`config.mk`:
```
export PLATFORM = sky130hd
export DESIGN_NAME = lsr_segment_display
export DESIGN_NICKNAME = d
export VERILOG_FILES = /design/src/pkg/lsr_pkg.sv /design/src/rtl/lsr_frame_timer.sv /design/src/rtl/lsr_seg_store.sv /design/src/rtl/lsr_segment_display.sv
export SDC_FILE = /design/constraint.sdc
export NUM_CORES = 1
export LEC_CHECK = 0
export BUFFER_PORTS_ARGS = -buffer_cell sky130_fd_sc_hd__buf_2
export CELL_PAD_IN_SITES_DETAIL_PLACEMENT = 0
export CELL_PAD_IN_SITES_GLOBAL_PLACEMENT = 1
export CORE_MARGIN = 2
export CORE_UTILIZATION = 28
export DETAILED_ROUTE_END_ITERATION = 10
export GPL_TIMING_DRIVEN = 1
export PLACE_DENSITY_LB_ADDON = 0.1
export SETUP_SLACK_MARGIN = 0.4
export SYNTH_ARGS = -nofsm -noshare
export SYNTH_HDL_FRONTEND = slang
export SYNTH_SLANG_ARGS = --single-unit
```
`constraint.sdc`:
```
create_clock -name aclk -period 4.9 [get_ports aclk]
set_input_delay 0.98 -clock aclk [delete_from_list [all_inputs] [get_ports aclk]]
set_output_delay 0.98 -clock aclk [all_outputs]
set_load 0.02 [all_outputs]
```
`src/pkg/lsr_pkg.sv`:
```
// lsr_pkg: register map, field positions, reset values and carrier types
// for the segment store and frame clocking block.
// assumes a 32-bit axi4-lite register bus with byte addresses.
package lsr_pkg;

	// geometry of the display
	localparam int FP_NUM    = 40;
	localparam int BP_MAX    = 4;
	localparam int SEG_BITS  = 160;
	localparam int SEG_WORDS = 5;
	localparam int ADDR_W    = 8;

	// register byte offsets
	localparam logic [7:0] OFF_SEG0    = 8'h00;
	localparam logic [7:0] OFF_CTRL    = 8'h20;
	localparam logic [7:0] OFF_FPEN_LO = 8'h24;
	localparam logic [7:0] OFF_FPEN_HI = 8'h28;
	localparam logic [7:0] OFF_STATUS  = 8'h2C;

	// control register fields
	localparam int CTRL_EN_BIT   = 0;
	localparam int CTRL_DUTY_LSB = 1;
	localparam int CTRL_PRE_LSB  = 4;
	localparam logic [2:0] PRE_RST  = 3'h6;
	localparam logic [1:0] DUTY_RST = 2'h3;

	// status register fields
	localparam int STAT_PHASE_LSB = 0;
	localparam int STAT_INV_BIT   = 2;
	localparam int STAT_FRAME_LSB = 8;

	// frame clocking: divider = 2 ** (base + prescale code)
	localparam int RC_FREQ_HZ    = 16_000_000;
	localparam int DIV_LOG2_BASE = 10;
	localparam int DIV_CNT_W     = 17;

	// axi response codes
	localparam logic [1:0] RESP_OKAY   = 2'h0;
	localparam logic [1:0] RESP_DECERR = 2'h3;

	typedef struct packed {
		logic [2:0] prescale;
		logic [1:0] duty;
		logic       enable;
	} lsr_ctrl_t;

	typedef struct packed {
		logic [7:0] frame_cnt;
		logic       invert;
		logic [1:0] phase;
	} lsr_scan_t;

endpackage

```
`src/rtl/lsr_frame_timer.sv`:
```
// lsr_frame_timer: counts edges of the internal rc clock pin and emits
// one aclk pulse each time the selected divider is reached.
// assumes the rc clock is asynchronous to aclk.
`timescale 1ns/1ns
module lsr_frame_timer #(
	parameter int DIV_LOG2_BASE = lsr_pkg::DIV_LOG2_BASE
) (
	// clock and reset
	input  wire logic       aclk,
	input  wire logic       aresetn,
	// rc clock pin and divider code
	input  wire logic       internal_rc_clock,
	input  wire logic [2:0] prescale,
	// divided tick
	output logic            step
);
	localparam int CW = lsr_pkg::DIV_CNT_W;

	if (DIV_LOG2_BASE < 0 || DIV_LOG2_BASE + 7 > CW) begin : g_bad_base
		$error("lsr_frame_timer: bad base");
	end

	logic          rc_meta_r;
	logic          rc_sync_r;
	logic          rc_prev_r;
	logic [CW-1:0] cnt_r;
	logic [CW-1:0] last;
	logic          rc_rise;

	// limitation: edges closer than two aclk periods alias, so the
	// real divider is only honoured when aclk is fast enough
	always_ff @(posedge aclk) begin
		if (!aresetn) begin
			rc_meta_r <= 1'b0;
			rc_sync_r <= 1'b0;
			rc_prev_r <= 1'b0;
		end else begin
			rc_meta_r <= internal_rc_clock;
			rc_sync_r <= rc_meta_r;
			rc_prev_r <= rc_sync_r;
		end
	end

	assign rc_rise = rc_sync_r & ~rc_prev_r;
	// 110 -> 65536, 111 -> 131072 with the default base
	assign last = CW'((64'h1 << (DIV_LOG2_BASE + int'(prescale))) - 64'h1);

	always_ff @(posedge aclk) begin
		if (!aresetn) begin
			cnt_r <= '0;
			step  <= 1'b0;
		end else begin
			step <= 1'b0;
			if (rc_rise) begin
				if (cnt_r >= last) begin
					cnt_r <= '0;
					step  <= 1'b1;
				end else begin
					cnt_r <= cnt_r + CW'(1);
				end
			end
		end
	end
endmodule // lsr_frame_timer

```
`src/rtl/lsr_seg_store.sv`:
```
// lsr_seg_store: 160-bit segment store, word-wide bus port plus a
// second read port that exposes every bit to the scanner.
// assumes one writer; contents are not reset.
`timescale 1ns/1ns
module lsr_seg_store #(
	parameter int WORDS = lsr_pkg::SEG_WORDS
) (
	// clock
	input  wire logic                  aclk,
	// bus port
	input  wire logic                  wr_en,
	input  wire logic [2:0]            wr_idx,
	input  wire logic [31:0]           wr_data,
	input  wire logic [3:0]            wr_strb,
	input  wire logic [2:0]            rd_idx,
	output logic      [31:0]           rd_data,
	// scan port
	output logic      [WORDS*32-1:0]   scan_bits
);
	if (WORDS < 1 || WORDS > 8) begin : g_bad_words
		$error("lsr_seg_store: WORDS out of range");
	end

	// no reset on purpose: software must fill it before enabling
	logic [31:0] mem [WORDS];

	for (genvar w = 0; w < WORDS; w++) begin : g_word
		for (genvar b = 0; b < 4; b++) begin : g_lane
			always_ff @(posedge aclk) begin
				if (wr_en && wr_idx == 3'(w) && wr_strb[b]) begin
					mem[w][8*b +: 8] <= wr_data[8*b +: 8];
				end
			end
		end
		assign scan_bits[32*w +: 32] = mem[w];
	end

	assign rd_data = (int'(rd_idx) < WORDS) ? mem[rd_idx] : 32'h0000_0000;
endmodule // lsr_seg_store

```
`src/rtl/lsr_segment_display.sv`:
```
// lsr_segment_display: axi4-lite slave holding the segment store,
// driver controls and the backplane scan that drives the panel pins.
// assumes the rc clock pin is asynchronous; bias levels are off chip.
//
// Behaviour
// - 160 store bits, one per segment
// - stored one drives on, if enables set
// - stored zero drives the off waveform
// - store dual ported, bus and scanner
// - bus reads return stored bits
// - driver off: store acts as ram
// - enable bit access leaves store alone
// - store not initialised by reset
// - prescale 110/111 give 65536/131072
// - frame rate is rc/divider times duty
// - frontplane waits for driver enable
// - duty 1/1 to 1/4, scan backplanes
//
// Register access over AXI4-Lite and the register offsets are this design's own decisions.
`timescale 1ns/1ns
module lsr_segment_display #(
	parameter int DIV_LOG2_BASE = lsr_pkg::DIV_LOG2_BASE
) (
	// clock and reset
	input  wire logic                        aclk,
	input  wire logic                        aresetn,
	// axi4-lite write address
	input  wire logic [lsr_pkg::ADDR_W-1:0]  s_axi_awaddr,
	input  wire logic [2:0]                  s_axi_awprot,
	input  wire logic                        s_axi_awvalid,
	output logic                             s_axi_awready,
	// axi4-lite write data
	input  wire logic [31:0]                 s_axi_wdata,
	input  wire logic [3:0]                  s_axi_wstrb,
	input  wire logic                        s_axi_wvalid,
	output logic                             s_axi_wready,
	// axi4-lite write response
	output logic [1:0]                       s_axi_bresp,
	output logic                             s_axi_bvalid,
	input  wire logic                        s_axi_bready,
	// axi4-lite read address
	input  wire logic [lsr_pkg::ADDR_W-1:0]  s_axi_araddr,
	input  wire logic [2:0]                  s_axi_arprot,
	input  wire logic                        s_axi_arvalid,
	output logic                             s_axi_arready,
	// axi4-lite read data
	output logic [31:0]                      s_axi_rdata,
	output logic [1:0]                       s_axi_rresp,
	output logic                             s_axi_rvalid,
	input  wire logic                        s_axi_rready,
	// rc clock pin
	input  wire logic                        internal_rc_clock,
	// panel drivers
	output logic [lsr_pkg::FP_NUM-1:0]       fp_out,
	output logic [lsr_pkg::FP_NUM-1:0]       fp_oe,
	output logic [lsr_pkg::BP_MAX-1:0]       bp_out,
	output logic [lsr_pkg::BP_MAX-1:0]       bp_oe
);
	localparam int FPN = lsr_pkg::FP_NUM;
	localparam int BPN = lsr_pkg::BP_MAX;

	// refuse geometries that the scan, the map and the divider cannot serve
	if (lsr_pkg::SEG_BITS != FPN * BPN) begin : g_bad_size
		$error("lsr: store size mismatch");
	end
	if (lsr_pkg::SEG_WORDS * 32 != lsr_pkg::SEG_BITS) begin : g_bad_words
		$error("lsr: store words do not cover the segments");
	end
	if (BPN != 4) begin : g_bad_bp
		$error("lsr: phase and duty fields assume four backplanes");
	end
	if (FPN <= 32 || FPN > 40) begin : g_bad_fp
		$error("lsr: frontplane enables span one full and one partial word");
	end
	if (DIV_LOG2_BASE < 0 || DIV_LOG2_BASE + 7 > lsr_pkg::DIV_CNT_W) begin : g_bad_base
		$error("lsr: divider base does not fit the counter");
	end

	// register decode shared by the read and write paths
	function automatic logic is_seg(input logic [lsr_pkg::ADDR_W-1:0] a);
		return a[7:2] < 6'(lsr_pkg::SEG_WORDS) && a[7:5] == 3'h0;
	endfunction

	function automatic logic is_mapped(input logic [lsr_pkg::ADDR_W-1:0] a);
		logic [7:0] w;
		w = {a[7:2], 2'b00};
		return is_seg(a) || w == lsr_pkg::OFF_CTRL || w == lsr_pkg::OFF_FPEN_LO
			|| w == lsr_pkg::OFF_FPEN_HI || w == lsr_pkg::OFF_STATUS;
	endfunction

	// registers
	lsr_pkg::lsr_ctrl_t       ctrl_r;
	logic [FPN-1:0]           fpen_r;
	lsr_pkg::lsr_scan_t       scan_r;

	// write channel capture
	logic                      aw_held_r;
	logic                      w_held_r;
	logic [lsr_pkg::ADDR_W-1:0] aw_addr_r;
	logic [31:0]               w_data_r;
	logic [3:0]                w_strb_r;
	logic                      wr_fire;
	logic [7:0]                wr_word;
	logic                      wr_store;
	logic [1:0]                wr_resp;

	// read channel
	logic [31:0]               store_rd;
	logic [31:0]               rd_value;
	logic [7:0]                rd_word;
	logic [1:0]                rd_resp;

	// scan
	logic [lsr_pkg::SEG_BITS-1:0] seg_bits;
	logic [FPN-1:0]            col_r;
	logic                      step;
	logic [1:0]                phase_last;
	logic [1:0]                phase_d_r;
	logic                      invert_d_r;

	// write path: address and data taken in either order
	assign s_axi_awready = !aw_held_r && !s_axi_bvalid;
	assign s_axi_wready  = !w_held_r && !s_axi_bvalid;
	assign wr_fire       = aw_held_r && w_held_r && !s_axi_bvalid;
	assign wr_word       = {aw_addr_r[7:2], 2'b00};
	assign wr_store      = wr_fire && is_seg(aw_addr_r);
	// unmapped words answer decerr and change nothing
	assign wr_resp       = is_mapped(aw_addr_r) ? lsr_pkg::RESP_OKAY : lsr_pkg::RESP_DECERR;

	// write select shared by the register processes
	function automatic logic wr_hit(input logic [7:0] off);
		return wr_fire && wr_word == off;
	endfunction

	always_ff @(posedge aclk) begin
		if (!aresetn) begin
			aw_held_r <= 1'b0;
			aw_addr_r <= '0;
		end else if (s_axi_awvalid && s_axi_awready) begin
			aw_held_r <= 1'b1;
			aw_addr_r <= s_axi_awaddr;
		end else if (wr_fire) begin
			aw_held_r <= 1'b0;
		end
	end

	always_ff @(posedge aclk) begin
		if (!aresetn) begin
			w_held_r <= 1'b0;
			w_data_r <= 32'h0000_0000;
			w_strb_r <= 4'h0;
		end else if (s_axi_wvalid && s_axi_wready) begin
			w_held_r <= 1'b1;
			w_data_r <= s_axi_wdata;
			w_strb_r <= s_axi_wstrb;
		end else if (wr_fire) begin
			w_held_r <= 1'b0;
		end
	end

	always_ff @(posedge aclk) begin
		if (!aresetn) begin
			s_axi_bvalid <= 1'b0;
			s_axi_bresp  <= lsr_pkg::RESP_OKAY;
		end else if (wr_fire) begin
			s_axi_bvalid <= 1'b1;
			s_axi_bresp  <= wr_resp;
		end else if (s_axi_bready) begin
			s_axi_bvalid <= 1'b0;
		end
	end

	// control register; the store is a separate array, so touching the
	// enable bit can never disturb it
	always_ff @(posedge aclk) begin
		if (!aresetn) begin
			ctrl_r.enable   <= 1'b0;
			ctrl_r.duty     <= lsr_pkg::DUTY_RST;
			ctrl_r.prescale <= lsr_pkg::PRE_RST;
		end else if (wr_hit(lsr_pkg::OFF_CTRL) && w_strb_r[0]) begin
			ctrl_r.enable   <= w_data_r[lsr_pkg::CTRL_EN_BIT];
			ctrl_r.duty     <= w_data_r[lsr_pkg::CTRL_DUTY_LSB +: 2];
			ctrl_r.prescale <= w_data_r[lsr_pkg::CTRL_PRE_LSB +: 3];
		end
	end

	// frontplane enables, byte lanes honoured
	for (genvar b = 0; b < 4; b++) begin : g_fpen_lo
		always_ff @(posedge aclk) begin
			if (!aresetn) begin
				fpen_r[8*b +: 8] <= 8'h00;
			end else if (wr_hit(lsr_pkg::OFF_FPEN_LO) && w_strb_r[b]) begin
				fpen_r[8*b +: 8] <= w_data_r[8*b +: 8];
			end
		end
	end

	always_ff @(posedge aclk) begin
		if (!aresetn) begin
			fpen_r[FPN-1:32] <= 8'h00;
		end else if (wr_hit(lsr_pkg::OFF_FPEN_HI) && w_strb_r[0]) begin
			fpen_r[FPN-1:32] <= w_data_r[FPN-33:0];
		end
	end

	// store: bus on one port, scanner on the other; no reset, no gating by
	// the enable bit, so with the driver off it is plain ram
	lsr_seg_store #(
		.WORDS (lsr_pkg::SEG_WORDS)
	) u_store (
		.aclk      (aclk),
		.wr_en     (wr_store),
		.wr_idx    (aw_addr_r[4:2]),
		.wr_data   (w_data_r),
		.wr_strb   (w_strb_r),
		.rd_idx    (s_axi_araddr[4:2]),
		.rd_data   (store_rd),
		.scan_bits (seg_bits)
	);

	// read path: one cycle from the address handshake to rvalid
	assign s_axi_arready = !s_axi_rvalid;
	assign rd_word       = {s_axi_araddr[7:2], 2'b00};
	assign rd_resp       = is_mapped(s_axi_araddr) ? lsr_pkg::RESP_OKAY : lsr_pkg::RESP_DECERR;

	always_comb begin
		rd_value = 32'h0000_0000;
		if (is_seg(s_axi_araddr)) begin
			rd_value = store_rd;
		end else begin
			case (rd_word)
				lsr_pkg::OFF_CTRL: begin
					rd_value[lsr_pkg::CTRL_EN_BIT]        = ctrl_r.enable;
					rd_value[lsr_pkg::CTRL_DUTY_LSB +: 2] = ctrl_r.duty;
					rd_value[lsr_pkg::CTRL_PRE_LSB +: 3]  = ctrl_r.prescale;
				end
				lsr_pkg::OFF_FPEN_LO: rd_value = fpen_r[31:0];
				lsr_pkg::OFF_FPEN_HI: rd_value[FPN-33:0] = fpen_r[FPN-1:32];
				lsr_pkg::OFF_STATUS: begin
					rd_value[lsr_pkg::STAT_PHASE_LSB +: 2] = scan_r.phase;
					rd_value[lsr_pkg::STAT_INV_BIT]        = scan_r.invert;
					rd_value[lsr_pkg::STAT_FRAME_LSB +: 8] = scan_r.frame_cnt;
				end
				default: rd_value = 32'h0000_0000;
			endcase
		end
	end

	always_ff @(posedge aclk) begin
		if (!aresetn) begin
			s_axi_rvalid <= 1'b0;
			s_axi_rdata  <= 32'h0000_0000;
			s_axi_rresp  <= lsr_pkg::RESP_OKAY;
		end else if (s_axi_arvalid && s_axi_arready) begin
			s_axi_rvalid <= 1'b1;
			s_axi_rdata  <= rd_value;
			s_axi_rresp  <= rd_resp;
		end else if (s_axi_rready) begin
			s_axi_rvalid <= 1'b0;
		end
	end

	// frame clock: one backplane phase per divided tick, so a frame of
	// n phases runs at rc / divider / n
	lsr_frame_timer #(
		.DIV_LOG2_BASE (DIV_LOG2_BASE)
	) u_timer (
		.aclk              (aclk),
		.aresetn           (aresetn),
		.internal_rc_clock (internal_rc_clock),
		.prescale          (ctrl_r.prescale),
		.step              (step)
	);

	assign phase_last = ctrl_r.duty;

	always_ff @(posedge aclk) begin
		if (!aresetn) begin
			scan_r.phase     <= 2'h0;
			scan_r.invert    <= 1'b0;
			scan_r.frame_cnt <= 8'h00;
		end else if (!ctrl_r.enable) begin
			scan_r.phase <= 2'h0;
		end else if (step) begin
			if (scan_r.phase >= phase_last) begin
				scan_r.phase     <= 2'h0;
				// alternate polarity each frame to keep the panel dc free
				scan_r.invert    <= ~scan_r.invert;
				scan_r.frame_cnt <= scan_r.frame_cnt + 8'h01;
			end else begin
				scan_r.phase <= scan_r.phase + 2'h1;
			end
		end
	end

	// column sample: the scanner reads its own port each cycle, so it
	// never waits on the bus and a write shows within one cycle
	for (genvar f = 0; f < FPN; f++) begin : g_col
		always_ff @(posedge aclk) begin
			if (!aresetn) begin
				col_r[f] <= 1'b0;
			end else begin
				col_r[f] <= seg_bits[f*BPN + int'(scan_r.phase)];
			end
		end
	end

	// scan state delayed one cycle to line up with the column sample, so
	// backplane and frontplane pins turn on the same edge and add no dc step
	always_ff @(posedge aclk) begin
		if (!aresetn) begin
			phase_d_r  <= 2'h0;
			invert_d_r <= 1'b0;
		end else begin
			phase_d_r  <= scan_r.phase;
			invert_d_r <= scan_r.invert;
		end
	end

	// frontplane pins: a set bit is driven opposite to the selected
	// backplane (on), a clear bit in step with it (off)
	for (genvar f = 0; f < FPN; f++) begin : g_fp
		always_ff @(posedge aclk) begin
			if (!aresetn) begin
				fp_out[f] <= 1'b0;
				fp_oe[f]  <= 1'b0;
			end else begin
				fp_out[f] <= col_r[f] ? ~invert_d_r : invert_d_r;
				fp_oe[f]  <= ctrl_r.enable && fpen_r[f];
			end
		end
	end

	// backplane pins: only the backplanes the duty mode uses are driven
	for (genvar k = 0; k < BPN; k++) begin : g_bp
		always_ff @(posedge aclk) begin
			if (!aresetn) begin
				bp_out[k] <= 1'b0;
				bp_oe[k]  <= 1'b0;
			end else begin
				bp_out[k] <= (phase_d_r == 2'(k)) ? invert_d_r : ~invert_d_r;
				bp_oe[k]  <= ctrl_r.enable && (2'(k) <= ctrl_r.duty);
			end
		end
	end
endmodule // lsr_segment_display

```
Yosys cells after proc, flatten, opt, wreduce, memory -nomap -nowiden
Memory sizes are Yosys's and may differ from the RTL's.
Cells that the tools add are included.
W data, S select, Z words.
{"block": "classes", "shifts": 1, "reduce_logical": 115, "mux": 235, "n_lt_le_gt_ge": 49, "eq_ne": 15, "add_sub_neg": 44, "bitwise_logic": 4}
{"operator": "$bmux W1 S8", "n": 39}
{"operator": "$mux W32", "n": 6}
{"operator": "$mux W1", "n": 171}
{"operator": "$lt A8 B9 Y1 const B", "n": 16}
{"operator": "$add A7 B2 Y8 const A", "n": 16}
{"operator": "$reduce_or A32 Y1", "n": 4}
{"operator": "$logic_and A1 B1 Y1", "n": 88}
{"operator": "$add A8 B2 Y9 const A", "n": 8}
{"operator": "$lt A7 B9 Y1 const B", "n": 8}
{"operator": "$lt A9 B9 Y1 const B", "n": 8}
{"operator": "$add A6 B2 Y7 const A", "n": 8}
{"operator": "$eq A6 B4 Y1 const B", "n": 8}
{"operator": "$lt A6 B9 Y1 const B", "n": 4}
{"operator": "$shl A1 B32 Y17 const A", "n": 1}
{"operator": "$add A5 B2 Y6 const A", "n": 4}
{"operator": "$lt A5 B9 Y1 const B", "n": 2}
{"operator": "$add A17 B1 Y17 const B", "n": 1}
{"operator": "$ge A17 B17 Y1", "n": 1}
{"operator": "$mux W17", "n": 1}
{"operator": "$sub A17 B1 Y17 const B", "n": 1}
{"operator": "$mux W16", "n": 1}
{"operator": "$mux W4", "n": 4}
{"operator": "$pmux W8 S2", "n": 1}
{"operator": "$lt A6 B3 Y1 const B", "n": 2}
{"operator": "other kinds (31)", "n": 60}
{"block": "totals", "ramBits": 160, "inputBits": 66, "mem_count": 1, "wordCells": 620, "output_inout_bits": 129, "regBits": 293}
{"name": "u_store.mem", "depth": 5, "word_bits": 32, "read_ports": 6, "rd_ports_with_merged_regs": 0, "write_ports": 1, "line": "lsr_seg_store.sv:25", "source": "logic [31:0] mem [WORDS];"}

Depth between registers and ports, before layout
Gate-level depths: netlist (run 1).
{"block": "logic_depth", "ltp_word": 12, "mapped_depth": 13, "depth_no_buf": 12}

Hierarchy
From an unflattened synthesis (run 1), not the netlist that was laid out.
{"block": "unflattened", "hier_cells": 1531, "hier_area_um2": 18152.4}
{"mod": "lsr_segment_display", "area_per_inst_um2": 10561.4, "seq_area_each_um2": 5365.1, "cells_each": 1038, "instances": 1}
{"mod": "lsr_seg_store", "area_per_inst_um2": 6248.5, "seq_area_each_um2": 4804.6, "cells_each": 336, "instances": 1}
{"mod": "lsr_frame_timer", "area_per_inst_um2": 1342.5, "seq_area_each_um2": 420.4, "cells_each": 157, "instances": 1}

Worst setup path after synthesis (run 1)
No wires, ideal clock.
{"block": "synth_path", "path_type": "register to register", "from": "reg ctrl_r[4] (netlist name)", "to": "reg u_timer.cnt_r[10]", "slack_ns": 2.057, "path_stages_with_launch": 14, "arrival_time_ns": 2.778, "path_buffers": 1, "t_required_ns": 4.835, "cell_sequence": "dfxtp_1 inv_2 ha_1 nor2_1 nor3_1 a22o_1 a22oi_1 ha_1 a21o_1 a211oi_1 a2bb2oi_1 nand4_1 clkbuf_1 nor2_1"}
{"block": "synth_via", "elab_chain_cells": 5}
{"item": "$add A4 B3 Y5", "line": "lsr_frame_timer.sv:46", "source": "assign last = CW'((64'h1 << (DIV_LOG2_BASE + int'(prescale))) - 64'h1);"}
{"item": "$shl A1 B32 Y17", "line": "lsr_frame_timer.sv:46"}
{"item": "$sub A17 B1 Y17", "line": "lsr_frame_timer.sv:46"}
{"item": "$ge A17 B17 Y1", "line": "lsr_frame_timer.sv:55", "source": "if (cnt_r >= last) begin"}
{"item": "$mux W17", "line": "lsr_frame_timer.sv:55"}
{"item": "to (signal assigned)", "line": "lsr_frame_timer.sv:59", "source": "cnt_r <= cnt_r + CW'(1);"}
{"item": "to (decl)", "line": "lsr_frame_timer.sv:26", "source": "logic [CW-1:0] cnt_r;"}
Every way passes these cells.
A chain may end at the register's enable or synchronous reset.

Final worst setup path (run 1)
{"block": "layout_path", "from": "reg ctrl_r[4] (netlist name)", "to": "reg u_timer.cnt_r[1]"}
{"block": "layout_via", "elab_chain_cells": 5}
{"item": "$add A4 B3 Y5", "line": "lsr_frame_timer.sv:46"}
{"item": "$shl A1 B32 Y17", "line": "lsr_frame_timer.sv:46"}
{"item": "$sub A17 B1 Y17", "line": "lsr_frame_timer.sv:46"}
{"item": "$ge A17 B17 Y1", "line": "lsr_frame_timer.sv:55"}
{"item": "$mux W17", "line": "lsr_frame_timer.sv:55"}
Every way passes these cells.

==> out/qor.csv, run 1 <==
stage,metric,value,unit
critical_path,cp-end-kind,register,
final_layout,fin_cells,2522,
critical_path,reg2reg_slack,1.31,ns
synthesis,synth_ff_type,dfxtp_1,
floorplan,die_x,257,um
cts,cts_buffer_depth,3,
cts,cts_hold_buf,0,
synthesis,yosysTopAreaCell,dfxtp_1,
synthesis,yosysUniqueCellTypes,52,
place,dp_hpwl,37.4,mm
critical_path,cp.arrival,4.08,ns
floorplan,num_rows,92,
critical_path,path_max_fanout,17,
floorplan,core,63100,sq um
routing,drt_iter0_markers,513,
timing,fin_crit,3.59,ns
routing,vias,11700,
critical_path,crit_chain,inv_2 -> ha_1 -> nor2_1 -> nor3_1 -> a22o_1 -> a22oi_1 -> ha_1 -> a21o_1 -> a211oi_1 -> a2bb2oi_1 -> nand4_1 -> a21oi_1,
critical_path,crit_required,5.39,ns
worst_hold_path,hold_class,reg2reg,
cts,insertion_delay,0.60,ns
routing,antenna_left,0,
timing,fin_setup_tns,0,ns
synthesis,synthTopCellsByCount,"dfxtp_1 (289), edfxtp_1 (160), nor2_1 (139)",
synthesis,synth-seq-cells,449,
critical_path,reg2reg_to,u_timer.cnt_r[1],
global_routing,antenna_found_initial,0,
place,place.gp.congestion,0.781,
global_routing,track_usage,0.159,
routing,drt_pass1_iterations,4,
synthesis,synth.top_cell.area_share,0.324,
cts,ctsResizeCount,0,
pwr,power,8.22,mW
floorplan,die_area,65800,sq um
global_routing,grt_start_max_net_pins,90,
critical_path,crit_path_top_delay_cell,nand4_1,
cts,cts_made_buffers,53,
cts,path_clk_slew,0.06,ns
final_layout,nets,1727,
timing,tightestPinTransition,1.05,ns
routing,drcViolationCount,0,
pwr,leakage,8.24,nW
timing,timing_hold_violations_final,0,
synthesis,syn_inst,1471,
cts,cts_sinks,449,
synthesis,synth_area_per_cell,12.1,sq um
timing,max_freq,0.279,GHz
flow_run,drv_cap,0,
place,numPortBuffers,184,
critical_path,max_stage_delay,0.66,ns
routing,wl_per_cell,20.6,um
floorplan,ios,195,
critical_path,rr_startpoint,ctrl_r[4],
floorplan,die_height,257,um
global_routing,overflow,0,
critical_path,reg2regPathDepth,12,
timing,fin_worst_skew,0.0245,ns
synthesis,synthTopCellsByArea,"dfxtp_1 (32%), edfxtp_1 (27%), mux4_2 (9.2%)",
routing,viasPerCell,4.64,
place,placed_area,19600,sq um
synthesis,ys_warn_count,0,
synthesis,ys_seq_area_frac,0.593,
final_layout,layout-drive-gt1-share,0.230,
timing,grt_setup_unrepaired,false,
global_routing,grt_pass1_wl,79.2,mm
cts,htree_levels,2,
final_layout,fin_area,21300,sq um
floorplan,start_util,0.283,
critical_path,crit_path_end,u_timer.cnt_r[1],
critical_path,start_kind,register,
cts,clockRootBuffer,clkbuf_16,
timing,finalCritPeriodShare,0.732,
cts,post_cts_buffers,0,
global_routing,grt_pass1_vias,12400,
pwr,powerDensity,386,nW/um^2
final_layout,syn2layout_area_growth,19.2,%
cts,cts_tree,built,
synthesis,synth_most_common_cell,dfxtp_1,
timing,hold_ws,0.445,ns
critical_path,path_class,reg2reg,
synthesis,synth_edf_count,160,
pwr,vdd_drop_max,248,uV
timing,relSlewSlack,0.292,
timing,slew_violations,0,
status,status,completed,
synthesis,postSynth.asyncResetShare,0,
place,post-place-cells,2426,
critical_path,cp-startpoint,ctrl_r[4],
critical_path,cp_common_cell,ha_1,
timing,setup_viol,0,
routing,wl,52.0,mm
synthesis,netlist_area,17900,sq um
## metrics by stage
| stage | setup WS (ns) | util |
|---|---|---|
| 5_1_grt | 0.908 | 0.337 |
| 3_5_place_dp | 1.28 | 0.311 |
| 4_1_cts | 1.27 | 0.337 |
| 3_3_place_gp | 1.29 | 0.311 |
| 2_1_floorplan | 2.06 | - |
| 6_report | 1.31 | 0.337 |
## per-layer routing
metal  GRT usage  vias up  wire [um]
li1            -     5595          -
met1       0.190     5816      21700
met2       0.290      206      27200
met3      0.0245       75       1760
met4      0.0543        0       1340
met5           0        -          0
## placed cells by master, fill, tap and decap left out, types with 3 or more instances in the layout
cell / netlist / layout
o221ai_1: 12 / 12
mux2i_1: 71 / 71
nand2b_1: 9 / 9
xnor2_1: 60 / 60
and3_1: 47 / 47
o21ai_0: 24 / 24
nor3_1: 18 / 18
clkbuf_16: 0 / 54
nor2b_1: 8 / 7
nand3_1: 30 / 30
a221oi_1: 4 / 4
buf_2: 18 / 183
nor4_1: 3 / 3
dfxtp_2: 0 / 3
mux4_2: 73 / 73
clkbuf_1: 67 / 17
xor2_1: 10 / 10
nand4_1: 21 / 21
a21oi_1: 61 / 61
a21oi_2: 20 / 20
or3_1: 3 / 3
inv_1: 11 / 11
conb_1: 1 / 7
nand2_1: 128 / 127
clkbuf_8: 0 / 14
and2_1: 69 / 69
a22oi_1: 5 / 5
dfxtp_1: 289 / 286
buf_4: 2 / 17
clkinv_2: 0 / 7
nor2_1: 139 / 139
ha_1: 26 / 26
a211oi_1: 4 / 4
edfxtp_1: 160 / 160
o21ai_1: 39 / 39
## flip-flops by register name (all words and copies together), names as in the netlist, 6 cells and up
name	flops
aw_addr_r	6
col_r	40
fp_oe	40
fp_out	40
fpen_r	40
s_axi_rdata	32
scan_r	11
u_store.mem	160
u_timer.cnt_r	17
w_data_r	32
## cell families after synthesis
| group | after synthesis | share of synthesized area |
|---|---|---|
| muxes | 146 | 0.133 |
| xor gates and xnor gates | 70 | 0.0343 |
| adders and majority gates | 26 | 0.0182 |
| AOI/OAI and AO/OA | 181 | 0.0622 |
| other | 1 | 0.000210 |
| DFF | 449 | 0.593 |
| buffers and inverters | 112 | 0.0265 |
| and+or+nand+nor | 486 | 0.132 |
## area by class of cell
type                            count  area [sq um]
Sequential cell                   449         10600
Clock buffer                       85          1610
Timing Repair Buffer              201          1060
Tap cell                          846          1060
Antenna cell                        1          2.50
Multi-Input combinational cell    916          6820
Clock inverter                     10          82.6
Fill cell                        6503         41800
Inverter                           14          55.1
## worst min path at each step
stage / startpoint / endpoint / slack, ns / depth (start not counted)
final: u_timer.rc_meta_r / u_timer.rc_sync_r / 0.45 / 1
after global routing: u_timer.rc_meta_r / u_timer.rc_sync_r / 0.47 / 1
after CTS: u_timer.rc_meta_r / u_timer.rc_sync_r / 0.45 / 1
after detailed placement: u_timer.rc_meta_r / u_timer.rc_sync_r / 0.43 / 1
after global placement: u_timer.rc_meta_r / u_timer.rc_sync_r / 0.42 / 1
after floorplan: u_timer.rc_meta_r / u_timer.rc_sync_r / 0.41 / 1
## report_power, final
| group | internal, mW | total [mW] | leakage [nW] | switching [mW] |
|---|---|---|---|---|
| sequential | 3.93 | 4.01 | 3.91 | 0.0878 |
| combinational | 0.138 | 0.388 | 3.50 | 0.250 |
| clock | 2.28 | 3.82 | 0.837 | 1.54 |
## critical path, delay by kind of cell, from the launching register on
kind                     cells  cell delay, ns
flip-flops                   1            0.55
adder cells (fa/ha/maj)      2            0.53
AND/OR/NAND/NOR              3            0.93
buffers and inverters        1            0.10
AO/OA/AOI/OAI                6            1.39
Power figures use the tool's default switching activity.
==> inputs of run 2 (changes only) <==
Clock period 4.9 ns to 3.7 ns, I/O delays scaled along.
==> run 2 against run 1 <==
Net effect: combinational power grew 35%; clock-buffer cell count decreased by 11; design area is 0.14% higher; critical path depth rose by 1; clock skew is 0.0058 ns lower; sequential power up 33%; critical endpoint is now u_timer.cnt_r[12]; total power is 31% higher; core utilization is essentially flat; routed wire length increased by 1.5%; non-clock buffer count up 7.
==> out/qor.csv, run 2 (synthesis gave the netlist of run 1 again) <==
stage,metric,value,unit
pwr,leakage,8.26,nW
final_layout,largest_reg_flops,160,
final_layout,fill_cells,6417,
floorplan,die_x,257,um
final_layout,final_common_cell,dfxtp_1,
critical_path,path_max_fanout,10,
routing,viasPerCell,4.64,
final_layout,layout-drive-gt1-share,0.232,
final_layout,final_util,0.338,
floorplan,die_area,65800,sq um
global_routing,grt_pass1_vias,12300,
pwr,vdd_drop_max,315,uV
timing,hold_ws,0.327,ns
routing,wl,52.7,mm
place,place.gp.congestion,0.794,
cts,ctsResizeCount,0,
pwr,power,10.8,mW
final_layout,nets,1731,
critical_path,path_class,reg2reg,
routing,drt_pass1_iterations,7,
pwr,powerDensity,507,nW/um^2
routing,vias,11700,
global_routing,track_usage,0.160,
timing,slew_violations,0,
global_routing,antenna_found_initial,1,
floorplan,start_util,0.283,
timing,setup_viol,0,
global_routing,overflow,0,
final_layout,syn2layout_area_growth,19.4,%
cts,clockRootBuffer,clkbuf_16,
floorplan,die_height,257,um
timing,fin_setup_tns,0,ns
cts,htree_levels,2,
critical_path,cp-end-kind,register,
global_routing,grt_start_max_net_pins,158,
place,numPortBuffers,184,
timing,max_freq,0.329,GHz
floorplan,num_rows,92,
final_layout,top_register,u_store.mem,
critical_path,start_kind,register,
floorplan,core,63100,sq um
timing,tightestPinTransition,1.01,ns
critical_path,crit_required,4.22,ns
global_routing,grt_pass1_wl,79.0,mm
final_layout,final_cell_mix,"dfxtp_1 (286), buf_2 (183), edfxtp_1 (160)",
status,status,completed,
cts,cts_tree,built,
timing,finalCritPeriodShare,0.821,
routing,antenna_left,0,
cts,path_clk_slew,0.06,ns
timing,fin_crit,3.04,ns
floorplan,ios,195,
timing,relSlewSlack,0.326,
routing,drt_iter0_markers,598,
timing,fin_worst_skew,0.0187,ns
cts,post_cts_buffers,0,
cts,cts_hold_buf,0,
timing,grt_setup_unrepaired,false,
place,dp_hpwl,37.4,mm
routing,wl_per_cell,20.9,um
cts,insertion_delay,0.60,ns
cts,cts_made_buffers,50,
critical_path,cp.arrival,3.56,ns
cts,cts_buffer_depth,3,
routing,drcViolationCount,0,
timing,timing_hold_violations_final,0,
flow_run,drv_cap,0,
cts,cts_sinks,449,
worst_hold_path,hold_class,in2reg,
==> run 2: path summary, 6_finish.rpt <==
path	slack [ns]	cells after the start	to	from
setup / recovery	0.66	13	u_timer.cnt_r[12]	ctrl_r[4]
hold / removal	0.33	2	s_axi_rvalid	s_axi_rready
setup reg to reg	0.66	13	u_timer.cnt_r[12]	ctrl_r[4]
hold reg to reg	0.44	1	u_timer.rc_sync_r	u_timer.rc_meta_r
==> run 2: per-stage QoR <==
stage,worst slack (ns),area [sq um],cells
floorplan,0.857,17900,1477
global placement,0.708,19700,2433
detailed placement,0.682,19700,2433
CTS,0.650,21300,2526
global route,0.416,21300,2526
finish,0.662,21300,2528
==> run 2: layout make-up <==
cell class                 instances  area, sq um  area share
clock buffer                      74         1470      0.0691
multi-input combinational        916         6830       0.320
inverter                          14         55.1     0.00258
timing repair buffer             208         1140      0.0535
sequential                       449        10600       0.497
antenna                            2         5.00    0.000235
tap                              846         1060      0.0497
clock inverter                    19          164     0.00769
==> run 2: worst max-delay path, stage by stage, from the launching register on <==
cell       delay [ns]
dfxtp_1          0.53
inv_2            0.10
ha_1             0.25
nor2_1           0.19
nor3_1           0.07
a22o_1           0.19
a22oi_1          0.20
ha_1             0.28
a21o_1           0.19
a211oi_1         0.23
a2bb2oi_1        0.24
nand4_1          0.16
buf_4            0.22
nor2_1           0.11
==> run 2: report_power, final <==
part | switching, mW | internal (mW)
combinational | 0.333 | 0.191
sequential | 0.118 | 5.20
clock | 2.07 | 2.89
total | 2.52 | 8.28
==> run 2: metal layers <==
layer | share of wire | vias to the layer above | track usage
li1 | - | 5606 | -
met1 | 0.42 | 5790 | 0.193
met2 | 0.51 | 238 | 0.286
met3 | 0.039 | 84 | 0.0292
met4 | 0.031 | 0 | 0.0544
met5 | 0 | - | 0
==> inputs of run 3 (changes only) <==
Clock period 3.7 ns to 2.9 ns, I/O delays scaled along.
==> run 3 against run 2 <==
Net effect: final cell count grew 1.3%; via count grew 0.91%; maximum frequency grew 18%; core utilization grew 0.70 points; clock-buffer cell count shrank 1; total power grew 29%; combinational power grew 30%; clock skew shrank 0.0066 ns; clock power grew 30%; die area is the same; first-iteration DRC count grew 1.2%; critical path type unchanged; largest cell class unchanged.
==> out/qor.csv, run 3 (synthesis gave the netlist of run 1 again) <==
stage,metric,value,unit
status,status,completed,
place,dpl_worst_slack,0.251,ns
final_layout,layout-drive-gt1-share,0.259,
pwr,leakage,8.44,nW
cts,cts_sinks,449,
routing,drt_pass1_iterations,4,
cts,path_clk_slew,0.06,ns
critical_path,path_max_fanout,6,
floorplan,die_height,257,um
place,place.gp.congestion,0.777,
routing,antenna_left,0,
routing,drcViolationCount,0,
floorplan,die_area,65800,sq um
timing,max_freq,0.390,GHz
global_routing,grt_pass1_vias,12600,
timing,fin_worst_skew,0.0121,ns
place,dp_hpwl,38.3,mm
critical_path,cp.arrival,3.09,ns
cts,cts_tree,built,
critical_path,rr_startpoint,ctrl_r[4],
routing,drt_iter0_markers,605,
critical_path,max_stage_delay,0.41,ns
timing,tightestPinTransition,0.975,ns
critical_path,crit_chain,inv_6 -> ha_4 -> nor2_4 -> nor3_2 -> a22o_1 -> a22oi_2 -> ha_1 -> a21o_1 -> a211oi_2 -> a2bb2oi_2 -> nand4_1 -> buf_6 -> buf_6 -> nor2_1,
floorplan,num_rows,92,
timing,finalCritPeriodShare,0.884,
worst_hold_path,min-delay-start,s_axi_rready,
timing,fin_setup_tns,0,ns
cts,cts_buffer_depth,3,
timing,setup_viol,0,
critical_path,crit_path_top_delay_cell,dfxtp_4,
cts,cts_hold_buf,0,
critical_path,cp_common_cell,buf_6,
critical_path,cp-end-kind,register,
critical_path,crit_required,3.43,ns
routing,vias,11800,
final_layout,final_common_cell,dfxtp_1,
flow_run,drv_cap,0,
global_routing,track_usage,0.161,
final_layout,syn2layout_area_growth,21.9,%
global_routing,overflow,0,
worst_hold_path,hold_class,in2reg,
floorplan,ios,195,
critical_path,path_class,reg2reg,
routing,wl_per_cell,20.7,um
final_layout,largest_reg_flops,160,
pwr,vdd_drop_max,436,uV
timing,timing_hold_violations_final,0,
global_routing,grt_start_max_net_pins,76,
final_layout,final_cell_mix,"dfxtp_1 (284), buf_2 (183), edfxtp_1 (160)",
cts,insertion_delay,0.59,ns
timing,layout_setup_ws,0.335,ns
timing,relSlewSlack,0.350,
pwr,powerDensity,640,nW/um^2
routing,wl,53.1,mm
cts,htree_levels,2,
final_layout,nets,1764,
final_layout,top_register,u_store.mem,
timing,fin_crit,2.57,ns
floorplan,core,63100,sq um
timing,hold_ws,0.177,ns
global_routing,antenna_found_initial,4,
timing,grt_setup_unrepaired,true,
cts,clockRootBuffer,clkbuf_16,
global_routing,grt_pass1_wl,79.7,mm
place,numPortBuffers,184,
floorplan,start_util,0.283,
routing,viasPerCell,4.62,
critical_path,start_kind,register,
critical_path,cp-startpoint,ctrl_r[4],
timing,slew_violations,0,
floorplan,die_x,257,um
cts,cts_made_buffers,52,
run 3: cell type report:
cell class | count | area, sq um
Timing Repair Buffer | 239 | 1440
Antenna cell | 1 | 2.50
Sequential cell | 449 | 10600
Clock buffer | 73 | 1480
Fill cell | 6413 | 41300
Clock inverter | 24 | 201
Inverter | 14 | 62.6
Multi-Input combinational cell | 916 | 6920
Tap cell | 846 | 1060
run 3: final timing paths:
kind | to | cells past startpoint | slack (ns)
worst min-delay path | s_axi_rvalid | 2 | 0.18
worst min register to register | fpen_r[34] | 2 | 0.47
worst max-delay path | u_timer.cnt_r[3] | 14 | 0.33
worst max register to register | u_timer.cnt_r[3] | 14 | 0.33
run 3: through the flow:
| stage | util | cells | total power [mW] | area, sq um |
|---|---|---|---|---|
| 6_report | 0.345 | 2562 | 13.9 | 21800 |
| 3_3_place_gp | 0.315 | 2452 | 7.62 | 19900 |
| 5_1_grt | 0.345 | 2561 | 14.5 | 21800 |
| 2_1_floorplan | - | 1477 | 7.28 | 17900 |
| 4_1_cts | 0.344 | 2559 | 14.2 | 21700 |
| 3_5_place_dp | 0.315 | 2452 | 7.62 | 19900 |
run 3: report_power, final:
| group | total (mW) | internal [mW] | switching (mW) |
|---|---|---|---|
| Clock | 6.47 | 3.82 | 2.65 |
| Sequential | 6.78 | 6.63 | 0.153 |
| Combinational | 0.679 | 0.254 | 0.425 |
| Total | 13.9 | 10.7 | 3.23 |
run 3: timing repair:
item | CTS | global route
gates resized for setup | 14 | 9
buffers inserted | 9 | 2
gates cloned | 1 | 0
endpoints found under the setup margin | 17 | 26
pin swaps | 11 | 4
run 3: metal layers:
metal | up-vias | share of wire | GRT usage
met5 | - | 0.00049 | 0
met4 | 4 | 0.030 | 0.0573
met3 | 89 | 0.038 | 0.0252
met2 | 243 | 0.52 | 0.293
met1 | 5813 | 0.41 | 0.191
li1 | 5676 | - | -
run 3: critical path, delay by kind of cell, from the launching register on:
kind	cells	cell delay [ns]
AO/OA/AOI/OAI	5	0.92
adder cells (fa/ha/maj)	2	0.42
buffers and inverters	3	0.34
flip-flops	1	0.41
AND/OR/NAND/NOR	4	0.40
